`src/rtl/hbsf_map.vh`:
```
// Constants for the half-bridge serial frame logic: offsets, fields, reset values
`ifndef HBSF_MAP_VH
`define HBSF_MAP_VH

// ************************************************************
// Address byte fields (LSB shifted first)
// ************************************************************
`define HBSF_ADDR_ONE_BIT    0
`define HBSF_ADDR_TOKEN_BIT  1
`define HBSF_ADDR_OP_BIT     7
`define HBSF_ADDR_LSB        2
`define HBSF_ADDR_MSB        6

// ************************************************************
// Register offsets, five-bit address field
// ************************************************************
`define HBSF_HALF_BRIDGE_ACT_A      5'h00
`define HBSF_SYSTEM_DIAGNOSIS_E     5'h01
`define HBSF_CONTROL_WORD_I         5'h02
`define HBSF_BRIDGE_CONFIG_B        5'h04
`define HBSF_SYSTEM_DIAGNOSIS_A     5'h06
`define HBSF_HALF_BRIDGE_ACT_C      5'h08
`define HBSF_SYSTEM_DIAGNOSIS_G     5'h09
`define HBSF_CONTROL_WORD_K         5'h0a
`define HBSF_PULSE_CHANNEL_FREQ     5'h0c
`define HBSF_SYSTEM_DIAGNOSIS_C     5'h0e
`define HBSF_HALF_BRIDGE_ACT_B      5'h10
`define HBSF_SYSTEM_DIAGNOSIS_F     5'h11
`define HBSF_CONTROL_WORD_J         5'h12
`define HBSF_BRIDGE_CONFIG_C        5'h14
`define HBSF_SYSTEM_DIAGNOSIS_B     5'h16
`define HBSF_BRIDGE_CONFIG_A        5'h18
`define HBSF_DEVICE_CONFIGURATION   5'h19
`define HBSF_CONTROL_WORD_L         5'h1a
`define HBSF_CONTROL_WORD_H         5'h1c
`define HBSF_SYSTEM_DIAGNOSIS_D     5'h1e

// ************************************************************
// Register kinds returned by the address decoder
// ************************************************************
`define HBSF_KIND_CTRL  2'h0
`define HBSF_KIND_CFG   2'h1
`define HBSF_KIND_STAT  2'h2
`define HBSF_KIND_NONE  2'h3

// ************************************************************
// Global status byte fields and reset values
// ************************************************************
`define HBSF_GS_SPI_ERR   7
`define HBSF_GS_LOAD_ERR  6
`define HBSF_GS_VS_UV     5
`define HBSF_GS_VS_OV     4
`define HBSF_GS_POWER_ON_RESET_N_FLAG      3
`define HBSF_GS_TSD       2
`define HBSF_GS_TPW       1
`define HBSF_STAT_RESET   8'h00
`define HBSF_CTRL_RESET   8'h00
`define HBSF_DEV_CONFIG   8'h5a
`define HBSF_MIN_FRAME    8'h10

`endif

```
`src/rtl/hbsf_frame.v`:
```
// Serial slave frame logic with daisy chain, global fault flag and register map
//
// Overview of operation
// - Token bit is 1 only in the final address byte; device checks it.
// - Before first rising clock, output shows own fault flag OR serial input.
// - Status bytes arrive in reverse chain order after the fault flag.
// - Response bytes follow the status bytes in reverse chain order.
// - With select low and no clock, output still shows combined fault flag.
// - Failure after the address byte shows in next frame's global status.
// - New target fault during read-and-clear data byte suppresses the clear.
// - Data-byte fault shows in this response, global status only next frame.
// - Control register: operation bit 0 reads, 1 writes the data byte.
// - Status register: operation bit 1 reads then clears, 0 reads.
// - Five address bits decode twelve control, one config, seven status.
// - Input sampled on falling clock, output shifted on rising clock.
// - Bad clock count flags protocol error in the next frame.
// - Fault flag ORs global status bits, power-on bit inverted.
// - On select rising, act on the word and release the output.
`timescale 1ns/10ps
`include "hbsf_map.vh"

module hbsf_frame (
  input  wire        clock_i,
  input  wire        rst_n_i,
  input  wire        chip_select_n_i,
  input  wire        serial_clock_i,
  input  wire        serial_input_i,
  input  wire [47:0] status_event_i,
  input  wire [3:0]  system_event_i,
  output reg         serial_output_o,
  output reg         serial_output_oe_o,
  output reg         global_fault_flag_o,
  output wire [95:0] control_o
);

  // ************************************************************
  // Address decoder
  // ************************************************************
  function [5:0] hbsf_decode;
    input [4:0] a;
    begin
      case (a)
        `HBSF_HALF_BRIDGE_ACT_A:    hbsf_decode = {`HBSF_KIND_CTRL, 4'h0};
        `HBSF_CONTROL_WORD_I:       hbsf_decode = {`HBSF_KIND_CTRL, 4'h1};
        `HBSF_BRIDGE_CONFIG_B:      hbsf_decode = {`HBSF_KIND_CTRL, 4'h2};
        `HBSF_HALF_BRIDGE_ACT_C:    hbsf_decode = {`HBSF_KIND_CTRL, 4'h3};
        `HBSF_CONTROL_WORD_K:       hbsf_decode = {`HBSF_KIND_CTRL, 4'h4};
        `HBSF_PULSE_CHANNEL_FREQ:   hbsf_decode = {`HBSF_KIND_CTRL, 4'h5};
        `HBSF_HALF_BRIDGE_ACT_B:    hbsf_decode = {`HBSF_KIND_CTRL, 4'h6};
        `HBSF_CONTROL_WORD_J:       hbsf_decode = {`HBSF_KIND_CTRL, 4'h7};
        `HBSF_BRIDGE_CONFIG_C:      hbsf_decode = {`HBSF_KIND_CTRL, 4'h8};
        `HBSF_BRIDGE_CONFIG_A:      hbsf_decode = {`HBSF_KIND_CTRL, 4'h9};
        `HBSF_CONTROL_WORD_L:       hbsf_decode = {`HBSF_KIND_CTRL, 4'ha};
        `HBSF_CONTROL_WORD_H:       hbsf_decode = {`HBSF_KIND_CTRL, 4'hb};
        `HBSF_DEVICE_CONFIGURATION: hbsf_decode = {`HBSF_KIND_CFG,  4'h0};
        `HBSF_SYSTEM_DIAGNOSIS_A:   hbsf_decode = {`HBSF_KIND_STAT, 4'h0};
        `HBSF_SYSTEM_DIAGNOSIS_B:   hbsf_decode = {`HBSF_KIND_STAT, 4'h1};
        `HBSF_SYSTEM_DIAGNOSIS_C:   hbsf_decode = {`HBSF_KIND_STAT, 4'h2};
        `HBSF_SYSTEM_DIAGNOSIS_D:   hbsf_decode = {`HBSF_KIND_STAT, 4'h3};
        `HBSF_SYSTEM_DIAGNOSIS_E:   hbsf_decode = {`HBSF_KIND_STAT, 4'h4};
        `HBSF_SYSTEM_DIAGNOSIS_F:   hbsf_decode = {`HBSF_KIND_STAT, 4'h5};
        `HBSF_SYSTEM_DIAGNOSIS_G:   hbsf_decode = {`HBSF_KIND_STAT, 4'h6};
        default:                    hbsf_decode = {`HBSF_KIND_NONE, 4'h0};
      endcase
    end
  endfunction

  // ************************************************************
  // Storage
  // ************************************************************
  reg  [7:0]  ctrl [0:11];
  reg  [7:0]  stat [0:6];
  reg  [2:0]  s_cs;
  reg  [2:0]  s_ck;
  reg  [1:0]  s_di;
  reg         in_frame;
  reg         first_rise;
  reg  [7:0]  bit_cnt;
  reg  [15:0] rx;
  reg  [7:0]  tx;
  reg  [2:0]  rcnt;
  reg         resp_live;
  reg  [1:0]  tgt_kind;
  reg  [3:0]  tgt_idx;
  reg         tgt_op;
  reg         tgt_seen;
  reg         hit;
  reg         token_seen;
  reg         pol_err;
  reg         gef_snap;
  reg  [7:0]  next_tx;
  reg  [7:0]  rd_val;
  reg  [7:0]  ev_tgt;
  reg         frame_err;
  wire        cs_fall;
  wire        cs_rise;
  wire        ck_rise;
  wire        ck_fall;
  wire        load_err;
  wire [7:0]  gsb;
  wire        global_fault_flag;
  wire [7:0]  byte_in;
  wire [5:0]  dec;
  wire [7:0]  stat_ev [0:6];
  integer     i;

  // ************************************************************
  // Pin synchronisers and edge detection
  // ************************************************************
  always @(posedge clock_i or negedge rst_n_i) begin
    if (!rst_n_i) begin
      s_cs <= 3'h7;
      s_ck <= 3'h0;
      s_di <= 2'h0;
    end else begin
      s_cs <= {s_cs[1:0], chip_select_n_i};
      s_ck <= {s_ck[1:0], serial_clock_i};
      s_di <= {s_di[0], serial_input_i};
    end
  end

  assign cs_fall = s_cs[2] & ~s_cs[1];
  assign cs_rise = ~s_cs[2] & s_cs[1];
  assign ck_rise = in_frame & ~s_ck[2] & s_ck[1];
  assign ck_fall = in_frame & s_ck[2] & ~s_ck[1];
  assign byte_in = {s_di[1], rx[15:9]};
  assign dec     = hbsf_decode(byte_in[`HBSF_ADDR_MSB:`HBSF_ADDR_LSB]);

  // ************************************************************
  // Global status and fault flag
  // ************************************************************
  assign stat_ev[0] = {2'h0, system_event_i[3:2], 1'b0, system_event_i[1:0], 1'b0};
  genvar g;
  generate
    for (g = 1; g < 7; g = g + 1) begin : g_ev
      assign stat_ev[g] = status_event_i[8*g-1 -: 8];
    end
  endgenerate

  assign load_err = |{stat[1], stat[2], stat[3], stat[4], stat[5], stat[6]};
  assign gsb = {stat[0][`HBSF_GS_SPI_ERR], load_err, stat[0][5:1], 1'b0};
  assign global_fault_flag = |{gsb[7:4], ~gsb[`HBSF_GS_POWER_ON_RESET_N_FLAG], gsb[2:1]};

  generate
    for (g = 0; g < 12; g = g + 1) begin : g_out
      assign control_o[8*g+7 -: 8] = ctrl[g];
    end
  endgenerate

  // ************************************************************
  // Read mux, live target events and error check
  // ************************************************************
  // Events of the reload cycle join the read value, later ones block the clear
  always @* begin
    case (dec[5:4])
      `HBSF_KIND_CTRL: rd_val = ctrl[dec[3:0]];
      `HBSF_KIND_CFG:  rd_val = `HBSF_DEV_CONFIG;
      `HBSF_KIND_STAT: rd_val = ((dec[3:0] == 4'h0) ? gsb : stat[dec[2:0]]) | stat_ev[dec[2:0]];
      default:         rd_val = 8'h00;
    endcase
    ev_tgt = (tgt_kind == `HBSF_KIND_STAT) ? stat_ev[tgt_idx[2:0]] : 8'h00;
    frame_err = pol_err | s_ck[1];
    if (bit_cnt != 8'h00) begin
      if ((bit_cnt[2:0] != 3'h0) || (bit_cnt < `HBSF_MIN_FRAME) || (bit_cnt == 8'hff))
        frame_err = 1'b1;
      if (!tgt_seen || (tgt_kind == `HBSF_KIND_NONE) || !token_seen)
        frame_err = 1'b1;
    end
  end

  // Next output byte: shift on rising, reload with a whole byte on the eighth falling
  always @* begin
    next_tx = tx;
    if (ck_rise)
      next_tx = {1'b0, tx[7:1]};
    else if (ck_fall && bit_cnt[2:0] == 3'h7) begin
      if (bit_cnt == 8'h07 && byte_in[`HBSF_ADDR_ONE_BIT])
        next_tx = rd_val;
      else
        next_tx = byte_in;
    end
    if (resp_live && !(ck_fall && bit_cnt[2:0] == 3'h7))
      next_tx = next_tx | (ev_tgt >> (rcnt + (ck_rise ? 3'h1 : 3'h0)));
  end

  // ************************************************************
  // Frame engine
  // ************************************************************
  always @(posedge clock_i or negedge rst_n_i) begin
    if (!rst_n_i) begin
      in_frame            <= 1'b0;
      first_rise          <= 1'b0;
      bit_cnt             <= 8'h00;
      rx                  <= 16'h0000;
      tx                  <= 8'h00;
      rcnt                <= 3'h0;
      resp_live           <= 1'b0;
      tgt_kind            <= `HBSF_KIND_NONE;
      tgt_idx             <= 4'h0;
      tgt_op              <= 1'b0;
      tgt_seen            <= 1'b0;
      hit                 <= 1'b0;
      token_seen          <= 1'b0;
      pol_err             <= 1'b0;
      gef_snap            <= 1'b1;
      serial_output_o     <= 1'b0;
      serial_output_oe_o  <= 1'b0;
      global_fault_flag_o <= 1'b1;
    end else begin
      global_fault_flag_o <= global_fault_flag;
      tx <= next_tx;
      // Global status is frozen at select fall, so later faults wait a frame
      if (cs_fall) begin
        in_frame           <= 1'b1;
        first_rise         <= 1'b0;
        bit_cnt            <= 8'h00;
        tx                 <= gsb;
        rcnt               <= 3'h0;
        resp_live          <= 1'b0;
        tgt_seen           <= 1'b0;
        tgt_kind           <= `HBSF_KIND_NONE;
        hit                <= 1'b0;
        token_seen         <= 1'b0;
        pol_err            <= s_ck[1];
        gef_snap           <= global_fault_flag;
        serial_output_oe_o <= 1'b1;
        serial_output_o    <= global_fault_flag | s_di[1];
      end else if (cs_rise) begin
        in_frame           <= 1'b0;
        resp_live          <= 1'b0;
        serial_output_oe_o <= 1'b0;
        serial_output_o    <= 1'b0;
      end else if (in_frame) begin
        if (!first_rise)
          serial_output_o <= gef_snap | s_di[1];
        if (ck_rise) begin
          first_rise      <= 1'b1;
          serial_output_o <= tx[0];
          rcnt            <= rcnt + 3'h1;
        end
        if (ck_fall) begin
          rx <= {s_di[1], rx[15:1]};
          if (bit_cnt != 8'hff)
            bit_cnt <= bit_cnt + 8'h01;
          if (bit_cnt[2:0] == 3'h7) begin
            rcnt      <= 3'h0;
            resp_live <= 1'b0;
            if (byte_in[1:0] == 2'h3)
              token_seen <= 1'b1;
            if (bit_cnt == 8'h07) begin
              tgt_seen  <= 1'b1;
              tgt_kind  <= byte_in[`HBSF_ADDR_ONE_BIT] ? dec[5:4] : `HBSF_KIND_NONE;
              tgt_idx   <= dec[3:0];
              tgt_op    <= byte_in[`HBSF_ADDR_OP_BIT];
              resp_live <= byte_in[`HBSF_ADDR_ONE_BIT] && dec[5:4] == `HBSF_KIND_STAT;
            end
          end
        end
        // Event after the read value was taken: keep it past a clear
        if (bit_cnt >= 8'h08 && |ev_tgt)
          hit <= 1'b1;
      end
    end
  end

  // ************************************************************
  // Register update on select rising
  // ************************************************************
  always @(posedge clock_i or negedge rst_n_i) begin
    if (!rst_n_i) begin
      for (i = 0; i < 12; i = i + 1)
        ctrl[i] <= `HBSF_CTRL_RESET;
      for (i = 0; i < 7; i = i + 1)
        stat[i] <= `HBSF_STAT_RESET;
    end else begin
      // Events set bits every cycle; a clear in the same cycle loses to them
      for (i = 0; i < 7; i = i + 1)
        stat[i] <= stat[i] | stat_ev[i];
      if (cs_rise && in_frame) begin
        if (frame_err)
          stat[0][`HBSF_GS_SPI_ERR] <= 1'b1;
        else if (bit_cnt != 8'h00 && tgt_op) begin
          if (tgt_kind == `HBSF_KIND_CTRL)
            ctrl[tgt_idx] <= rx[15:8];
          if (tgt_kind == `HBSF_KIND_STAT && !hit) begin
            stat[tgt_idx[2:0]] <= stat_ev[tgt_idx[2:0]];
            if (tgt_idx == 4'h0)
              stat[0][`HBSF_GS_POWER_ON_RESET_N_FLAG] <= 1'b1;
          end
        end
      end
    end
  end

endmodule // hbsf_frame

```
`config.mk`:
```
export PLATFORM = sky130hd
export DESIGN_NAME = hbsf_frame
export DESIGN_NICKNAME = d
export VERILOG_FILES = /design/src/rtl/hbsf_frame.v
export VERILOG_INCLUDE_DIRS = /design/src /design/src/rtl
export SDC_FILE = /design/constraint.sdc
export NUM_CORES = 1
export LEC_CHECK = 0
export ABC_AREA = 1
export CAP_MARGIN = 0
export CORE_UTILIZATION = 50
export CTS_CLUSTER_DIAMETER = 150
export DETAILED_ROUTE_END_ITERATION = 10
export DONT_BUFFER_PORTS = 1
export GPL_TIMING_DRIVEN = 0
export PLACE_DENSITY = 0.65
export SKIP_CTS_REPAIR_TIMING = 1
export SLEW_MARGIN = 20
export SYNTH_ARGS = -nofsm -noshare
export SYNTH_HDL_FRONTEND = slang
export SYNTH_SLANG_ARGS = --single-unit
export TNS_END_PERCENT = 30
```
`constraint.sdc`:
```
create_clock -name clock_i -period 2.9 [get_ports clock_i]
set_input_delay 0.58 -clock clock_i [delete_from_list [all_inputs] [get_ports clock_i]]
set_output_delay 0.58 -clock clock_i [all_outputs]
set_load 0.01 [all_outputs]
```
==> flow_summary.json <==
{
  "status": "finished with violations",
  "violations": "negative hold slack, negative setup slack",
  "pre_cts_ws_ps": -1530,
  "synth_top_area_cell": "dfrtp_1",
  "die_width_um": 157,
  "start_util_pct": 51.1,
  "place_inst": 1974,
  "port_buffers": 0,
  "cts_made_buffers": 24,
  "ant_nets": 0,
  "start_kind": "flip-flop",
  "r2r_setup_slack_ps": -7,
  "dieArea_sq_um": 24600,
  "area_growth_pct": 17.3,
  "vias": 12400,
  "slew_viol_final": 0,
  "cp-startpoint": "rx[11]",
  "drtPass1Iterations": 6,
  "whs_ps": -264,
  "reg2reg_depth": 21,
  "synth-main-ff-cell": "dfrtp_1",
  "core_sq_um": 23500,
  "grt_pass1_vias": 11100,
  "period_share_pct": 100,
  "row_count": 56,
  "syn_inst": 1655,
  "holdCritPathClass": "input port to asynchronous set/reset pin",
  "max_cap_violations": 0,
  "drive_above_1_share_pct": 14.4,
  "crit_buf_inv": 6,
  "grt_usage_pct": 39.8,
  "dieHeight_um": 157,
  "hold_viol": 197,
  "n_fill_cell": 2189,
  "r2r_start": "rx[11]",
  "crit_top_cell": "nand2_1",
  "viasPerCell": 6.05,
  "crit_path_max_incr_delay_ps": 430,
  "final_area_sq_um": 14100,
  "ir_worst_vdd_mv": 0.517,
  "syn_avg_cell_area_sq_um": 7.24,
  "clkSinkCount": 204,
  "cts_buffer_depth": 3,
  "crit_family": "simple AND/OR/NAND/NOR gates",
  "grt_max_degree": 205,
  "ys_seq_area_share_pct": 42.7,
  "min_period_ps": 2910,
  "final.setup.tns_ps": -6.75,
  "synth_cell_types": 48,
  "drtIter0Drc": 1575,
  "slowest_stage": "dfrtp_2",
  "crit_type": "flip-flop to flip-flop",
  "diodes": 0,
  "dpl_cell_area_sq_um": 12400,
  "critPathMaxFanout": 7,
  "crit_path_cell_trace": "clkinv_4 -> buf_12 -> ha_4 -> inv_4 -> nor2_4 -> nand2_2 -> o211ai_1 -> buf_4 -> nand2_8 -> clkbuf_16 -> buf_12 -> a21oi_2 -> nand4_1 -> nand2_2 -> nand2_2 -> a21oi_2 -> nand2_1 -> nand2_1 -> nand2_1 -> nand2_1 -> nand2_1",
  "finalWorstSetupSlack_ps": -6.75,
  "cts_max_level": 1,
  "clock_latency_ps": 540,
  "cp.arrival_ps": 3340,
  "leakagePower_nw": 6.13,
  "synth_nets": 1726,
  "multiInputGateArea_sq_um": 6090,
  "clk_pin_slew_worst_paths_ps": 60,
  "synth_edf_count": 0,
  "rsz0062_at_grt": "yes",
  "drcViolationCount": 0,
  "drt-total-wl_um": 49400,
  "grt_first_pass_wirelength_um": 71100,
  "finalNonFillerCells": 2047,
  "p_total_mw": 11.4,
  "synth_commonest_cells": "nand2_1 (476), dfrtp_1 (197), nand3_1 (168), inv_1 (159), nor2_1 (112)",
  "wl_per_cell_um": 24.1,
  "endpoint_kind": "flip-flop",
  "synth_top_area_share_pct": 41.1,
  "regArea_sq_um": 5120,
  "grt-ovfl-total": 0,
  "p_per_area_nw_per_um2": 809,
  "yosys_warnings": 0,
  "clock_skew_ps": 13.7,
  "cts_tree": "done",
  "place.detailed.hpwl_um": 35900,
  "r2r-end": "tx[0]",
  "ys_ff_latch": 204,
  "setup_viol": 1,
  "final_nets": 1782,
  "max_freq_mhz": 344,
  "synth_area_sq_um": 12000,
  "antenna_found_initial": 0,
  "root_buffer": "clkbuf_16",
  "synth.area.top_cells": "dfrtp_1 (41%), nand2_1 (15%), nand3_1 (7.0%)",
  "worstMarginPinSlew_ps": 885,
  "io_pins": 156,
  "cp.required_ps": 3330,
  "async_flop_share_pct": 100,
  "synth.most_common_cell": "nand2_1",
  "gp_congestion": 1.03,
  "slew_headroom_pct": 41.0
}
-- report_power, final --
part | internal [mW] | switching (mW) | total, mW
Combinational | 1.67 | 3.46 | 5.14
Clock | 1.94 | 1.29 | 3.23
Sequential | 2.93 | 0.0700 | 3.00
Total | 6.54 | 4.82 | 11.4
-- cell families after synthesis --
| family | after synthesis | synth area share, % |
|---|---|---|
| flip-flops | 204 | 42.7 |
| multiplexers | 2 | 0.167 |
| AND/OR/NAND/NOR | 853 | 31.6 |
| adder cells (fa/ha/maj) | 14 | 1.46 |
| XOR/XNOR | 2 | 0.146 |
| AO/OA/AOI/OAI | 321 | 15.0 |
| buffers and inverters | 259 | 8.86 |
-- cell usage in the layout, fill, tap and decap left out, types with 26 or more instances in the layout --
| cell type | synthesis | layout |
|---|---|---|
| nor2_1 | 112 | 108 |
| nand3_1 | 168 | 155 |
| inv_1 | 159 | 156 |
| a21oi_1 | 73 | 69 |
| o21ai_1 | 105 | 103 |
| buf_4 | 9 | 39 |
| clkbuf_16 | 0 | 26 |
| nand2_1 | 476 | 459 |
| o21ai_0 | 71 | 68 |
| nor3_1 | 33 | 33 |
| dfrtp_1 | 197 | 195 |
-- per-layer routing --
layer | wire length (um) | part of all wire, % | GRT usage [%] | up-vias
met3 | 4960 | 10 | 8.78 | 131
met5 | 0 | 0 | 0 | -
met1 | 20400 | 41 | 54.1 | 5979
met2 | 21700 | 44 | 59.7 | 699
li1 | - | - | - | 5578
met4 | 2420 | 4.9 | 19.1 | 0
-- how the worst max path moves through the flow --
stage	endpoint	cells after the start	slack, ps
global route	tx[0]	21	-180
finish	tx[0]	21	-7
CTS	tx[2]	17	-1520
floorplan	tx[1]	22	60
detailed placement	tx[6]	20	-1530
global placement	tx[6]	20	-1510
-- flip-flops by register name, summed over array words and instances, names as in the netlist, 2 cells and up --
| signal | cells |
|---|---|
| s_cs | 3 |
| stat | 50 |
| s_ck | 3 |
| s_di | 2 |
| tgt_kind | 2 |
| gsb | 6 |
| rcnt | 3 |
| tx | 8 |
| control_o | 96 |
| bit_cnt | 8 |
| rx | 8 |
| tgt_idx | 4 |
-- area by class of cell --
type | count | area share (%)
Inverter | 177 | 4.84
Clock buffer | 31 | 4.89
Clock inverter | 12 | 1.14
Buffer | 81 | 4.53
Sequential cell | 204 | 36.4
Timing Repair Buffer | 31 | 1.99
Multi-Input combinational cell | 1192 | 43.3
Tap cell | 319 | 2.84
-- per-stage QoR --
step / util (%) / hold WS [ps]
6_report: 59.9 / -264
5_1_grt: 59.9 / -271
4_1_cts: 56.4 / -265
3_5_place_dp: 52.8 / 290
3_3_place_gp: 52.8 / 288
2_1_floorplan: - / 284
(Power assumes the default switching activity.)
